--- config.mk ---
export PLATFORM = sky130hd
export DESIGN_NAME = aeb_sequencer
export DESIGN_NICKNAME = d
export VERILOG_FILES = /design/src/logic/aeb_pkg.sv /design/src/logic/aeb_sequencer.sv /design/src/logic/aeb_int_line.sv
export SDC_FILE = /design/constraint.sdc
export NUM_CORES = 1
export LEC_CHECK = 0
export BUFFER_PORTS_ARGS = -buffer_cell sky130_fd_sc_hd__buf_2
export CELL_PAD_IN_SITES_DETAIL_PLACEMENT = 0
export CELL_PAD_IN_SITES_GLOBAL_PLACEMENT = 1
export CORE_MARGIN = 5
export CORE_UTILIZATION = 40
export CTS_BUF_LIST = sky130_fd_sc_hd__clkbuf_4 sky130_fd_sc_hd__clkbuf_8 sky130_fd_sc_hd__clkbuf_16
export DETAILED_ROUTE_END_ITERATION = 7
export PLACE_DENSITY = 0.69
export SLEW_MARGIN = 15
export SYNTH_ARGS = -nofsm -noshare
export SYNTH_HDL_FRONTEND = slang
export SYNTH_SLANG_ARGS = --single-unit
--- constraint.sdc ---
create_clock -name ref_clk_i -period 22.4 [get_ports ref_clk_i]
set_input_delay 1.12 -clock ref_clk_i [delete_from_list [all_inputs] [get_ports ref_clk_i]]
set_output_delay 1.12 -clock ref_clk_i [all_outputs]
set_load 0.02 [all_outputs]
--- src/logic/aeb_pkg.sv ---
// shared constants and types of the burst sequencer and interrupt lines
package aeb_pkg;

    localparam int NSLOT = 16;
    localparam int NLINE = 4;
    localparam int NTRIG = 16;

    // word addresses on the plain register port
    localparam logic [5:0] ADDR_CTRL      = 6'h00;
    localparam logic [5:0] ADDR_INTSEL    = 6'h01;
    localparam logic [5:0] ADDR_EARLY     = 6'h02;
    localparam logic [5:0] ADDR_STAT      = 6'h03;
    localparam logic [5:0] ADDR_FLAG_CLR  = 6'h04;
    localparam logic [5:0] ADDR_OVF_CLR   = 6'h05;
    localparam logic [5:0] ADDR_PEND      = 6'h06;
    localparam logic [5:0] ADDR_TSEL_BASE = 6'h10;

    // field positions of the control word
    localparam int CTRL_BURST_EN = 0;
    localparam int CTRL_BTRIG    = 4;
    localparam int CTRL_BCNT     = 8;
    localparam int CTRL_BND      = 12;
    localparam int CTRL_POS      = 20;
    // field positions of the status word
    localparam int STAT_FLAG     = 0;
    localparam int STAT_OVF      = 4;
    localparam int STAT_RR       = 8;
    localparam int STAT_BUSY     = 16;
    // per line byte in the interrupt select word
    localparam int ISEL_STRIDE   = 8;
    localparam int ISEL_CONT     = 4;

    // reset values and slot range limits
    localparam logic [4:0] RR_RESET  = 5'h10;
    localparam logic [4:0] BND_RESET = 5'h00;
    localparam logic [4:0] SLOT_ALL  = 5'h10;
    localparam logic [4:0] SLOT_LAST = 5'h0f;

    // converter timing, rounded up to whole cycles
    localparam int CLK_NS  = 10;
    localparam int ACQ_NS  = 100;
    localparam int CONV_NS = 110;
    localparam int ACQ_CYC  = (ACQ_NS + CLK_NS - 1) / CLK_NS;
    localparam int CONV_CYC = (CONV_NS + CLK_NS - 1) / CLK_NS;

    typedef enum logic [1:0] {ST_IDLE, ST_ACQ, ST_CONV} aeb_phase_t;

    typedef struct packed {
        logic       burst_en;
        logic [3:0] btrig;
        logic [3:0] bcnt;
        logic [4:0] bnd;
        logic       pos;
    } aeb_cfg_t;

    typedef struct packed {
        logic [3:0] src;
        logic       cont;
    } aeb_line_cfg_t;

    typedef struct packed {
        logic flag;
        logic ovf;
        logic fwd;
    } aeb_line_state_t;

    typedef struct packed {
        aeb_phase_t                phase;
        logic [3:0]                slot;
        logic [7:0]                cnt;
        logic [7:0]                ecnt;
        logic                      fired;
        logic [4:0]                rr;
        logic [NSLOT-1:0]          pend;
        aeb_cfg_t                  cfg;
        aeb_line_cfg_t [NLINE-1:0] lcfg;
        logic [7:0]                early;
        logic [NSLOT-1:0][3:0]     tsel;
        logic [NSLOT-1:0]          eoc;
        logic                      soc;
        logic                      busy;
        logic [31:0]               rdata;
    } aeb_top_state_t;

endpackage : aeb_pkg

--- src/logic/aeb_sequencer.sv ---
// slot sequencer with burst triggering and four conversion interrupts
//
// Summary of operation
// RL1: burst mode ignores round-robin slots' own triggers
// RL2: one burst trigger source serves all round-robin slots
// RL3: burst marks count plus one slots pending
// RL4: software lets each burst finish first
// RL5: software keeps burst size within round-robin group
// RL6: pointer holds last burst slot; bursts rotate
// RL7: high-priority slot converts first, pointer unchanged
// RL8: per-slot end pulse, position selectable
// RL9: four lines, each sourced from any slot
// RL10: flags readable and forwarded to expansion unit
// RL11: busy clear means ready, not sequence done
// RL12: event on set flag raises overflow
// RL13: overflow event not forwarded unless continue mode; overflow never blocks
// RL14: continue mode forwards every event
// RL15: overflow set regardless of continue mode
// RL16: write one clears flag or overflow
// RL17: early timing needs end-of-acquisition position
// RL18: early flag delay after acquisition falls
// RL19: delay past conversion end fires at end
// RL20: end-of-conversion position ignores the delay
// RL21: pointer wraps; reset value gives slot zero priority
// RL22: slots below boundary high priority, lowest wins
// RL23: high priority waits for current conversion
// RL24: burst trigger ignored when burst disabled
`timescale 1ns/1ps
module aeb_sequencer (
    input  wire logic        ref_clk_i,
    input  wire logic        rstn_i,
    input  wire logic [15:0] trig_i,
    input  wire logic [5:0]  addr_i,
    input  wire logic [31:0] wdata_i,
    input  wire logic        wr_i,
    input  wire logic        rd_i,
    output logic      [31:0] rdata_o,
    output logic             soc_o,
    output logic      [3:0]  slot_o,
    output logic      [15:0] eoc_o,
    output logic             busy_o,
    output logic      [3:0]  int_o
);

    aeb_pkg::aeb_top_state_t s;
    aeb_pkg::aeb_top_state_t next_s;

    logic [aeb_pkg::NLINE-1:0] line_evt;
    logic [aeb_pkg::NLINE-1:0] flag_clr;
    logic [aeb_pkg::NLINE-1:0] ovf_clr;
    logic [aeb_pkg::NLINE-1:0] flags;
    logic [aeb_pkg::NLINE-1:0] ovfs;
    logic [aeb_pkg::NSLOT-1:0] burst_set;
    logic [aeb_pkg::NSLOT-1:0] own_set;
    logic [3:0]                hp_slot;
    logic [3:0]                rr_slot;
    logic [4:0]                rr_start;
    logic [4:0]                burst_start;
    logic                      hp_found;
    logic                      rr_found;
    logic                      btrig_hit;
    logic                      int_now;

    assign flag_clr = (wr_i && addr_i == aeb_pkg::ADDR_FLAG_CLR) ?
                      wdata_i[3:0] : 4'h0;
    assign ovf_clr  = (wr_i && addr_i == aeb_pkg::ADDR_OVF_CLR) ?
                      wdata_i[3:0] : 4'h0;

    // next slot after the pointer, wrapping past the top slot
    assign rr_start = (s.rr >= aeb_pkg::SLOT_LAST) ? 5'h00 : s.rr + 5'h01; // [RL21]
    assign burst_start = (rr_start < s.cfg.bnd) ? s.cfg.bnd : rr_start;
    assign btrig_hit = s.cfg.burst_en & trig_i[s.cfg.btrig]; // [RL2] [RL24]

    // trigger decoding and burst window
    always_comb begin
        logic [4:0] d;
        logic [4:0] group;
        d = 5'h00;
        group = aeb_pkg::SLOT_ALL - s.cfg.bnd;
        burst_set = '0;
        own_set = '0;
        for (int j = 0; j < aeb_pkg::NSLOT; j++) begin
            if (5'(j) >= burst_start) begin
                d = 5'(j) - burst_start;
            end else begin
                d = 5'(j) + group - burst_start;
            end
            // consecutive slots from the wheel head, count plus one
            burst_set[j] = btrig_hit && 5'(j) >= s.cfg.bnd &&
                           d <= {1'b0, s.cfg.bcnt}; // [RL3] [RL6]
            // own trigger stays live for high-priority slots
            own_set[j] = trig_i[s.tsel[j]] &&
                         !(s.cfg.burst_en && 5'(j) >= s.cfg.bnd); // [RL1]
        end
    end

    // arbitration: lowest high-priority slot, else the wheel
    always_comb begin
        logic [3:0] idx;
        idx = 4'h0;
        hp_found = 1'b0;
        hp_slot = 4'h0;
        rr_found = 1'b0;
        rr_slot = 4'h0;
        for (int j = aeb_pkg::NSLOT - 1; j >= 0; j--) begin
            if (s.pend[j] && 5'(j) < s.cfg.bnd) begin
                hp_found = 1'b1;
                hp_slot = 4'(j); // [RL22]
            end
        end
        for (int k = 0; k < aeb_pkg::NSLOT; k++) begin
            idx = 4'(rr_start[3:0] + 4'(k));
            if (!rr_found && s.pend[idx] && {1'b0, idx} >= s.cfg.bnd) begin
                rr_found = 1'b1;
                rr_slot = idx; // [RL21]
            end
        end
    end

    always_comb begin
        logic [3:0] pick;
        logic [3:0] ti;
        pick = hp_found ? hp_slot : rr_slot; // [RL7] [RL23]
        ti = 4'(addr_i - aeb_pkg::ADDR_TSEL_BASE);
        next_s = s;
        int_now = 1'b0;
        next_s.eoc = '0;
        next_s.rdata = 32'h0000_0000;
        next_s.pend = s.pend & ~((s.phase == aeb_pkg::ST_IDLE &&
                      (hp_found || rr_found)) ? (16'h0001 << pick) : 16'h0000);
        unique case (s.phase)
            aeb_pkg::ST_IDLE: begin
                // a pending trigger only starts once the converter is free
                if (hp_found || rr_found) begin
                    next_s.phase = aeb_pkg::ST_ACQ;
                    next_s.slot = pick;
                    next_s.cnt = 8'(aeb_pkg::ACQ_CYC - 1);
                    next_s.soc = 1'b1;
                    next_s.busy = 1'b1;
                end
            end
            aeb_pkg::ST_ACQ: begin
                if (s.cnt == 8'h00) begin
                    next_s.phase = aeb_pkg::ST_CONV;
                    next_s.soc = 1'b0;
                    next_s.cnt = 8'(aeb_pkg::CONV_CYC - 1);
                    next_s.ecnt = 8'h01;
                    next_s.eoc[s.slot] = ~s.cfg.pos; // [RL8]
                    int_now = ~s.cfg.pos && s.early == 8'h00; // [RL18]
                    next_s.fired = int_now;
                end else begin
                    next_s.cnt = s.cnt - 8'h01;
                end
            end
            aeb_pkg::ST_CONV: begin
                if (s.cnt == 8'h00) begin
                    next_s.phase = aeb_pkg::ST_IDLE;
                    // busy drops as soon as a new slot may start
                    next_s.busy = 1'b0; // [RL11]
                    next_s.eoc[s.slot] = s.cfg.pos; // [RL8]
                    int_now = s.cfg.pos || !s.fired; // [RL19] [RL20]
                    if ({1'b0, s.slot} >= s.cfg.bnd) begin
                        next_s.rr = {1'b0, s.slot}; // [RL6] [RL7]
                    end
                end else begin
                    next_s.cnt = s.cnt - 8'h01;
                    next_s.ecnt = s.ecnt + 8'h01;
                    if (!s.cfg.pos && !s.fired && s.ecnt == s.early) begin
                        int_now = 1'b1; // [RL18] [RL17]
                        next_s.fired = 1'b1;
                    end
                end
            end
            default: begin
                next_s.phase = aeb_pkg::ST_IDLE;
            end
        endcase
        // new triggers beat the clear of a starting slot
        next_s.pend = next_s.pend | burst_set | own_set;
        if (wr_i) begin
            unique case (addr_i)
                aeb_pkg::ADDR_CTRL: begin
                    next_s.cfg.burst_en = wdata_i[aeb_pkg::CTRL_BURST_EN];
                    next_s.cfg.btrig = wdata_i[aeb_pkg::CTRL_BTRIG +: 4];
                    next_s.cfg.bcnt = wdata_i[aeb_pkg::CTRL_BCNT +: 4];
                    next_s.cfg.bnd = wdata_i[aeb_pkg::CTRL_BND +: 5];
                    next_s.cfg.pos = wdata_i[aeb_pkg::CTRL_POS];
                end
                aeb_pkg::ADDR_INTSEL: begin
                    for (int l = 0; l < aeb_pkg::NLINE; l++) begin
                        next_s.lcfg[l].src =
                            wdata_i[l * aeb_pkg::ISEL_STRIDE +: 4]; // [RL9]
                        next_s.lcfg[l].cont = wdata_i[l * aeb_pkg::ISEL_STRIDE
                                              + aeb_pkg::ISEL_CONT];
                    end
                end
                aeb_pkg::ADDR_EARLY: next_s.early = wdata_i[7:0];
                aeb_pkg::ADDR_PEND: next_s.pend = next_s.pend | wdata_i[15:0];
                default: begin
                    if (addr_i >= aeb_pkg::ADDR_TSEL_BASE) begin
                        next_s.tsel[ti] = wdata_i[3:0];
                    end
                end
            endcase
        end
        if (rd_i) begin
            unique case (addr_i)
                aeb_pkg::ADDR_CTRL: begin
                    next_s.rdata[aeb_pkg::CTRL_BURST_EN] = s.cfg.burst_en;
                    next_s.rdata[aeb_pkg::CTRL_BTRIG +: 4] = s.cfg.btrig;
                    next_s.rdata[aeb_pkg::CTRL_BCNT +: 4] = s.cfg.bcnt;
                    next_s.rdata[aeb_pkg::CTRL_BND +: 5] = s.cfg.bnd;
                    next_s.rdata[aeb_pkg::CTRL_POS] = s.cfg.pos;
                end
                aeb_pkg::ADDR_INTSEL: begin
                    for (int l = 0; l < aeb_pkg::NLINE; l++) begin
                        next_s.rdata[l * aeb_pkg::ISEL_STRIDE +: 5] = s.lcfg[l];
                    end
                end
                aeb_pkg::ADDR_EARLY: next_s.rdata[7:0] = s.early;
                aeb_pkg::ADDR_STAT: begin
                    next_s.rdata[aeb_pkg::STAT_FLAG +: 4] = flags; // [RL10]
                    next_s.rdata[aeb_pkg::STAT_OVF +: 4] = ovfs;
                    next_s.rdata[aeb_pkg::STAT_RR +: 5] = s.rr;
                    next_s.rdata[aeb_pkg::STAT_BUSY] = s.busy;
                end
                aeb_pkg::ADDR_PEND: next_s.rdata[15:0] = s.pend;
                default: begin
                    if (addr_i >= aeb_pkg::ADDR_TSEL_BASE) begin
                        next_s.rdata[3:0] = s.tsel[ti];
                    end
                end
            endcase
        end
    end

    always_ff @(posedge ref_clk_i) begin
        if (!rstn_i) begin
            s <= '0;
            s.phase <= aeb_pkg::ST_IDLE;
            s.rr <= aeb_pkg::RR_RESET; // [RL21]
            s.cfg.bnd <= aeb_pkg::BND_RESET;
        end else begin
            s <= next_s;
        end
    end

    genvar g;
    generate
        for (g = 0; g < aeb_pkg::NLINE; g++) begin : g_line
            assign line_evt[g] = int_now && s.slot == s.lcfg[g].src; // [RL9]
            aeb_int_line u_line (
                .ref_clk_i  (ref_clk_i),
                .rstn_i     (rstn_i),
                .evt_i      (line_evt[g]),
                .cont_i     (s.lcfg[g].cont),
                .flag_clr_i (flag_clr[g]),
                .ovf_clr_i  (ovf_clr[g]),
                .flag_o     (flags[g]),
                .ovf_o      (ovfs[g]),
                .fwd_o      (int_o[g])
            );
        end
    endgenerate

    assign rdata_o = s.rdata;
    assign soc_o   = s.soc;
    assign slot_o  = s.slot;
    assign eoc_o   = s.eoc;
    assign busy_o  = s.busy;

    AST_BURST_SIZE: assert property (@(posedge ref_clk_i) // [RL3]
        disable iff (!rstn_i)
        (btrig_hit && {1'b0, s.cfg.bcnt} < aeb_pkg::SLOT_ALL - s.cfg.bnd)
        |-> $countones(burst_set) == int'(s.cfg.bcnt) + 1)
        else $error("burst marked wrong number of slots");
    AST_BURST_OFF: assert property (@(posedge ref_clk_i) // [RL24]
        disable iff (!rstn_i) !s.cfg.burst_en |-> burst_set == '0)
        else $error("burst trigger acted while burst disabled");
    AST_HP_FIRST: assert property (@(posedge ref_clk_i) // [RL7]
        disable iff (!rstn_i) (s.phase == aeb_pkg::ST_IDLE && hp_found)
        |=> s.soc && s.slot == $past(hp_slot))
        else $error("high-priority slot not converted first");
    AST_RR_KEEP: assert property (@(posedge ref_clk_i) // [RL7]
        disable iff (!rstn_i) (s.phase == aeb_pkg::ST_CONV && s.cnt == 8'h00
        && {1'b0, s.slot} < s.cfg.bnd) |=> $stable(s.rr))
        else $error("pointer moved on high-priority conversion");
    AST_RR_MOVE: assert property (@(posedge ref_clk_i) // [RL6]
        disable iff (!rstn_i) (s.phase == aeb_pkg::ST_CONV && s.cnt == 8'h00
        && {1'b0, s.slot} >= s.cfg.bnd) |=> s.rr == {1'b0, $past(s.slot)})
        else $error("pointer not left on last converted slot");
    AST_EOC_END: assert property (@(posedge ref_clk_i) // [RL8]
        disable iff (!rstn_i) (s.phase == aeb_pkg::ST_CONV && s.cnt == 8'h00
        && s.cfg.pos) |=> eoc_o == (16'h0001 << $past(s.slot)) && !busy_o)
        else $error("end pulse missing at conversion end");
    AST_EARLY_TIME: assert property (@(posedge ref_clk_i) // [RL18]
        disable iff (!rstn_i) (int_now && !s.cfg.pos) |->
        (s.phase == aeb_pkg::ST_ACQ && s.early == 8'h00) ||
        (s.phase == aeb_pkg::ST_CONV && (s.ecnt == s.early || s.cnt == 8'h00)))
        else $error("early interrupt at wrong time");
    AST_ONE_PER_SLOT: assert property (@(posedge ref_clk_i) // [RL19]
        disable iff (!rstn_i) (int_now && s.phase == aeb_pkg::ST_CONV)
        |=> !int_now)
        else $error("two interrupt events for one slot");
    COV_BURST: cover property (@(posedge ref_clk_i)
        disable iff (!rstn_i) btrig_hit ##1 s.soc);
    COV_HP_IN_BURST: cover property (@(posedge ref_clk_i)
        disable iff (!rstn_i) btrig_hit && own_set != '0 && s.cfg.bnd != 0);
    COV_EARLY: cover property (@(posedge ref_clk_i)
        disable iff (!rstn_i) int_now && s.phase == aeb_pkg::ST_CONV
        && s.cnt != 8'h00);

endmodule : aeb_sequencer

--- src/logic/aeb_int_line.sv ---
// one conversion interrupt line: flag, overflow and forwarding
`timescale 1ns/1ps
module aeb_int_line (
    input  wire logic ref_clk_i,
    input  wire logic rstn_i,
    input  wire logic evt_i,
    input  wire logic cont_i,
    input  wire logic flag_clr_i,
    input  wire logic ovf_clr_i,
    output logic      flag_o,
    output logic      ovf_o,
    output logic      fwd_o
);

    aeb_pkg::aeb_line_state_t s;
    aeb_pkg::aeb_line_state_t next_s;

    always_comb begin
        next_s = s;
        // a new event beats a clear in the same cycle
        next_s.flag = evt_i | (s.flag & ~flag_clr_i); // [RL10] [RL16]
        next_s.ovf  = (evt_i & s.flag) | (s.ovf & ~ovf_clr_i); // [RL12] [RL15]
        // overflow bit itself never gates forwarding
        next_s.fwd  = evt_i & (~s.flag | cont_i); // [RL13] [RL14]
    end

    always_ff @(posedge ref_clk_i) begin
        if (!rstn_i) begin
            s <= '0;
        end else begin
            s <= next_s;
        end
    end

    assign flag_o = s.flag;
    assign ovf_o  = s.ovf;
    assign fwd_o  = s.fwd;

    AST_OVF_ON_SET_FLAG: assert property (@(posedge ref_clk_i) // [RL15]
        disable iff (!rstn_i) (evt_i && flag_o) |=> ovf_o)
        else $error("event on set flag did not raise overflow");
    AST_NO_FWD_OVERLAP: assert property (@(posedge ref_clk_i) // [RL13]
        disable iff (!rstn_i) (evt_i && flag_o && !cont_i) |=> !fwd_o)
        else $error("overlapping event forwarded without continue mode");
    AST_FWD_CONTINUE: assert property (@(posedge ref_clk_i) // [RL14]
        disable iff (!rstn_i) (evt_i && (cont_i || !flag_o)) |=> fwd_o)
        else $error("event not forwarded");
    AST_SET_BEATS_CLEAR: assert property (@(posedge ref_clk_i) // [RL16]
        disable iff (!rstn_i) (evt_i && flag_clr_i) |=> flag_o)
        else $error("clear beat a coincident event");
    AST_CLEAR_WORKS: assert property (@(posedge ref_clk_i) // [RL16]
        disable iff (!rstn_i) (!evt_i && flag_clr_i) |=> !flag_o)
        else $error("flag clear had no effect");
    COV_OVERFLOW: cover property (@(posedge ref_clk_i)
        disable iff (!rstn_i) $rose(ovf_o));

endmodule : aeb_int_line

# --- Yosys cells after proc, flatten, opt, wreduce, memory -nomap -nowiden ---
# Cells that the tools add are included.
totals:
  regBits: 213
  out_inout_bits: 58
  word_cells: 689
classes:
  add_sub_neg: 67
  magnitude_cmp: 121
  eq_ne: 18
  n_shift: 1
  n_mux: 196
  bitwise: 50
  n_reduce_logical: 181
ops:
  columns: ["operator", "n"]
  rows:
  - ["$lt A4 B5 Y1 const B", 35]
  - ["$mux W4", 38]
  - ["$bmux W1 S4", 33]
  - ["$mux W64", 2]
  - ["$logic_and A1 B1 Y1", 123]
  - ["$mux W123", 1]
  - ["$mux W5", 18]
  - ["$ge A4 B5 Y1", 17]
  - ["$ge A4 B5 Y1 const A", 16]
  - ["$le A5 B4 Y1", 16]
  - ["$sub A5 B5 Y5", 16]
  - ["$mux W1", 71]
  - ["$bwmux W64", 1]
  - ["$and A16 B16 Y16", 3]
  - ["$mux W16", 3]
  - ["$or A16 B16 Y16", 3]
  - ["$add A4 B5 Y5 const A", 8]
  - ["$ge A3 B5 Y1 const A", 8]
  - ["$lt A4 B5 Y1 const A", 8]
  - ["$sub A4 B5 Y5 const A", 8]
  - ["$mux W17", 2]
  - ["$logic_not A1 Y1", 33]
  - ["$add A4 B4 Y4 const B", 8]
  - ["$pmux W16 S2", 1]
  - ["66 further kinds", 162]

# --- Depth between registers and ports, before layout ---
depth:
  depth_word: 76
  mapped_depth: 33
  depth_no_buf: 30

# --- By module ---
# A second synthesis with hierarchy kept.
hier_totals:
  hier_cells: 2292
  hier_area_um2: 19653.8
by_module_without_submodules:
  columns: ["module", "n_inst", "cells_per_inst", "area_per_inst_um2", "seq_area_each_um2"]
  rows:
  - ["aeb_sequencer", 1, 2248, 19238.5, 3903.7]
  - ["aeb_int_line", 4, 11, 103.8, 60.1]

# --- Worst setup path before layout ---
# No wires, ideal clock.
synth_timing:
  kind: "reg-to-reg"
  start: "reg s[174] in the netlist's numbering"
  end: "reg s[170] in the netlist's numbering"
  setup_ns: 0.070
  arrival_ns: 7.058
  required_time_ns: 22.330
  path_slack_ns: 15.272
  stages_incl_launch_ff: 33
  period_less_slack_ns: 7.128
  path_cell_list: "dfxtp_1 -> ha_1 -> and3_1 -> ha_1 -> nor3b_2 -> nand2_1 -> buf_2 -> ha_1 -> o21ba_2 -> o21ai_0 -> a21o_1 -> a21oi_1 -> mux2i_1 -> clkbuf_1 -> buf_1 -> buf_1 -> clkbuf_1 -> ha_1 -> clkbuf_1 -> clkbuf_1 -> a21oi_1 -> mux2_2 -> ha_1 -> nor2b_1 -> o21ai_0 -> nand2b_1 -> a21oi_1 -> a41oi_1 -> nor3_1 -> nand2_1 -> o21ai_0 -> o21ai_0 -> a21oi_1"
synth_between:
  elab_chain_cells: 76
  word_cells_on_any_way: 164
  classes_between: "add/sub (18); order compare (20); shift (1); mux (71); bitwise (5); reduce/logical (49)"
synth_lines:
  columns: ["element", "line", "source"]
  rows:
  - ["start: declaration", "aeb_sequencer.sv:45", "aeb_pkg::aeb_top_state_t s;"]
  - ["start signal: assignment", "aeb_sequencer.sv:244", "s <= next_s;"]
  - ["$add A5 B1 Y5 or $ge A5 B4 Y1 (tied branches)", "aeb_sequencer.sv:70", "assign rr_start = (s.rr >= aeb_pkg::SLOT_LAST) ? 5'h00 : s.rr + 5'h01;"]
  - ["$mux W5 *", "aeb_sequencer.sv:70", null]
  - ["branches (longest 69 deep; another with $add A4 B1 Y4)", null, null]
  - ["$or A16 B16 Y16 * (2 in a row)", "aeb_sequencer.sv:179", "next_s.pend = next_s.pend | burst_set | own_set;"]
  - ["$or A16 B16 Y16", "aeb_sequencer.sv:198", "aeb_pkg::ADDR_PEND: next_s.pend = next_s.pend | wdata_i[15:0];"]
  - ["$mux W16", "aeb_sequencer.sv:181", "unique case (addr_i)"]
  - ["$mux W123 *", "aeb_sequencer.sv:180", "if (wr_i) begin"]
# Every way passes the cells marked *. The select of a mux whose other input is x is not followed.
# A chain may end at the register's enable or synchronous reset.

# --- Worst setup path in the final report ---
layout_timing:
  start: "reg s[173] in the netlist's numbering"
  end: "reg s[167] in the netlist's numbering"
# Same word-level chain as after synthesis.

==> summary.txt <==
Logic synthesis
  – Area leader, netlist: dfxtp_1
  – Most frequent cell after synthesis: nand2_1
  – Synth unique cells: approximately 110
  – Mapped Area: around 0.020 mm2
  – EDFF count, synth: 0
  – Area share of the leading cell type in the synthesized netlist: 21.1%
  – Yosys warning total: 0
  – Synthesized area per cell: approximately 8.7 um2
  – Asr flop ratio synth: 0%
  – Area contributors post-synth: dfxtp_1 21%, mux4_2 13%, ha_1 9.8%
  – Synth Register Bits: ~210
  – Synth Instances: approximately 2300
  – Synth top cells by count: 217 x nand2_1, 207 x dfxtp_1, 197 x nor2_1
  – Primary FF master, synth: dfxtp_1
  – Seq/Total Area, Yosys: 21.1%

Route
  – Via density per instance: approximately 6
  – First-pass DRT Iterations: 8
  – # DRC: 0
  – Number of DRC markers in iteration 0: between 1500 and 2000
  – Total routed wirelength: between 60 and 70 mm
  – Via count: roughly 17000
  – Routed len/inst: roughly 24 um
  – Antenna viol nets, final: 0

Status
  – Status: complete, no violations

Die
  – Core ar.: 0.0487 mm2
  – Die width: ~230 um
  – # IOs: ~120
  – Initial Util: about two fifths
  – Num rows: between 80 and 90
  – Die area: between 0.05 and 0.06 mm2
  – Die Y: 231 um

Critical path
  – Slowest library cell on the worst path: a21oi_1
  – WP data arrival: around 8900 ps
  – CP bufs+invs: 2
  – CP delay by family, top: compound AO/OA/AOI/OAI gates
  – CP Class: reg2reg
  – Max incr delay on CP: 850 ps
  – Crit-path most repeated cell: ha_1
  – Worst Setup End Kind: flop
  – Worst EP required: 22840 ps
  – CP Launch Type: flop
  – CP Max Fanout: 16

Timing
  – Final worst-path cycle share: a little under two fifths
  – Final setup fails: 0
  – Clock Skew: 12.8 ps
  – Fin Setup TNS: 0 ps
  – Pins Over Slew Limit: 0
  – Worst slew margin: 19.7%
  – Tmin final: ~8500 ps
  – RSZ-0062 raised after global routing: false
  – Worst-Margin Slew: about 1200 ps
  – Final hold violations: 0
  – Highest clock rate: about 0.12 GHz

Final layout
  – Multi-input combinational cell area: about 0.014 mm2
  – Sequential cell area: 0.00414 mm2
  – Final nets: about 2400
  – Final Util: 42.7%
  – Fillers: ~4800
  – Finished Cell Area: between 0.02 and 0.025 mm2
  – N_diodes: 0
  – Area delta synth->final: 5.96%
  – Share of cells above drive strength 1: roughly 17%

Power and ir drop
  – Switching Fraction: between 30% and 40%
  – Sequential share of power: between 30% and 40%
  – Comb power frac: between 30% and 40%
  – Clock power frac: approximately 30%
  – Lkg Pwr: 7.84 nW
  – Internal power: ~0.00075 W
  – Pwr dens: slightly below 60 mW/mm2
  – Switching power: 0.000464 W
  – Worst vdd ir: a little under 60 uV

CTS
  – Post_cts resized: 0
  – Worst-path clk slew: 70 ps
  – Cts bufs inserted: 21
  – Clock root cell: clkbuf_16
  – Insertion delay to the later sink of the worst-skew pair: between 500 and 600 ps
  – Cts hold-fix bufs: 0
  – CTS max path bufs: 3
  – Htree depth: 1
  – CTS tree: done
  – Post-CTS Setup Repair Bufs: 0
  – Clock sink count: 207

Run
  – Max_cap viols: 0

Global routing
  – Tot GR Track Use: approximately a quarter
  – Vias in the first global route: 16900
  – Largest net degree at the start of global routing: between 100 and 150
  – Initial antenna violation count: 0
  – First-pass GRT wire length: around 100 mm
  – Total gr overflow: 0

Placement
  – Placer congestion estimate: between 0.9 and 1
  – HPWL Detailed: around 50 mm
  – PortBufs: roughly 100
  – Dpl cell area: 0.0201 mm2

Min path
  – Hold/Removal Path Class: reg2reg
==> layout by cell type, fill, tap and decap left out, types with 6 or more instances in the layout <==
master | Yosys | routed
xnor2_1 | 54 | 54
or2_2 | 10 | 10
inv_2 | 8 | 8
nand3_1 | 42 | 42
nor3_1 | 48 | 47
mux4_2 | 115 | 115
nand2b_1 | 38 | 38
a22oi_1 | 45 | 45
fa_1 | 11 | 11
dfxtp_1 | 207 | 207
o21a_1 | 10 | 10
buf_2 | 6 | 103
nor2b_1 | 33 | 33
a31oi_1 | 23 | 23
buf_4 | 57 | 16
nand2_1 | 217 | 217
mux2_2 | 22 | 22
a21boi_0 | 10 | 10
inv_1 | 64 | 63
xor2_1 | 31 | 31
and3_1 | 17 | 17
o21ai_0 | 111 | 111
conb_1 | 1 | 6
o211ai_1 | 24 | 24
a21oi_1 | 193 | 193
a41o_1 | 12 | 12
mux2i_1 | 118 | 116
or3_1 | 8 | 8
nand4_1 | 10 | 10
o22ai_1 | 10 | 10
clkinv_2 | 0 | 7
a21o_1 | 16 | 16
nor4_1 | 12 | 12
clkbuf_16 | 0 | 21
nor2_1 | 197 | 197
ha_1 | 153 | 153
o21ai_1 | 6 | 6
and2_1 | 21 | 21
a211oi_1 | 16 | 16
==> power by group through the flow <==
stage               clock network [W]  logic [W]  registers (W)
finish                       0.000364   0.000431       0.000423
global route                 0.000387   0.000471       0.000426
CTS                          0.000371   0.000427       0.000422
detailed placement                  0   0.000425       0.000431
global placement                    0   0.000419       0.000430
floorplan                           0   0.000328       0.000412
==> worst min-delay path: cells and delay by family, from the launching register on <==
kind            cells  cell delay (ps)
flops               1              310
simple gates        1               50
compound gates      1               50
==> routing by layer <==
layer / up-vias / part of all wire, % / global-route usage [%]
met1: 8579 / 43 / 33.6
li1: 8094 / - / -
met2: 701 / 47 / 40.4
met4: 0 / 3.2 / 8.40
met5: - / 0 / 0
met3: 122 / 6.8 / 2.88
==> stage by stage <==
step | hold slack, ps | setup slack, ps | instances | power [W]
2_1_floorplan | 436 | 15270 | 2260 | 0.000740
3_3_place_gp | 445 | 13980 | 2840 | 0.000849
3_5_place_dp | 449 | 13900 | 2840 | 0.000856
4_1_cts | 459 | 13840 | 2878 | 0.00122
5_1_grt | 480 | 13240 | 2878 | 0.00128
6_report | 458 | 13910 | 2878 | 0.00122
==> cell type report <==
| class | count | area share (%) |
|---|---|---|
| multi-input combinational | 1775 | 68.3 |
| timing repair buffer | 119 | 3.06 |
| clock buffer | 26 | 2.77 |
| sequential | 207 | 19.9 |
| clock inverter | 12 | 0.578 |
| inverter | 75 | 1.38 |
| tap | 664 | 4.00 |
==> final timing paths <==
check	startpoint	endpoint	slack [ps]	cells past startpoint
worst max-delay path	s[173]	s[167]	13910	29
worst min-delay path	s[122]	s[122]	460	2
worst max register to register	s[173]	s[167]	13910	29
worst min register to register	s[122]	s[122]	460	2
==> logic make-up (layout without fill, tap and decap cells) <==
family	after synthesis	in the layout	synth area share, %
AOI/OAI and AO/OA	559	559	18.5
adders and majority gates	164	164	10.9
DFF	207	207	21.1
and+or+nand+nor	695	695	17.3
muxes	256	256	20.6
other	1	6	0.0191
xor gates and xnor gates	95	95	4.92
buffers and inverters	278	232	6.73
Power figures use the tool's default switching activity.
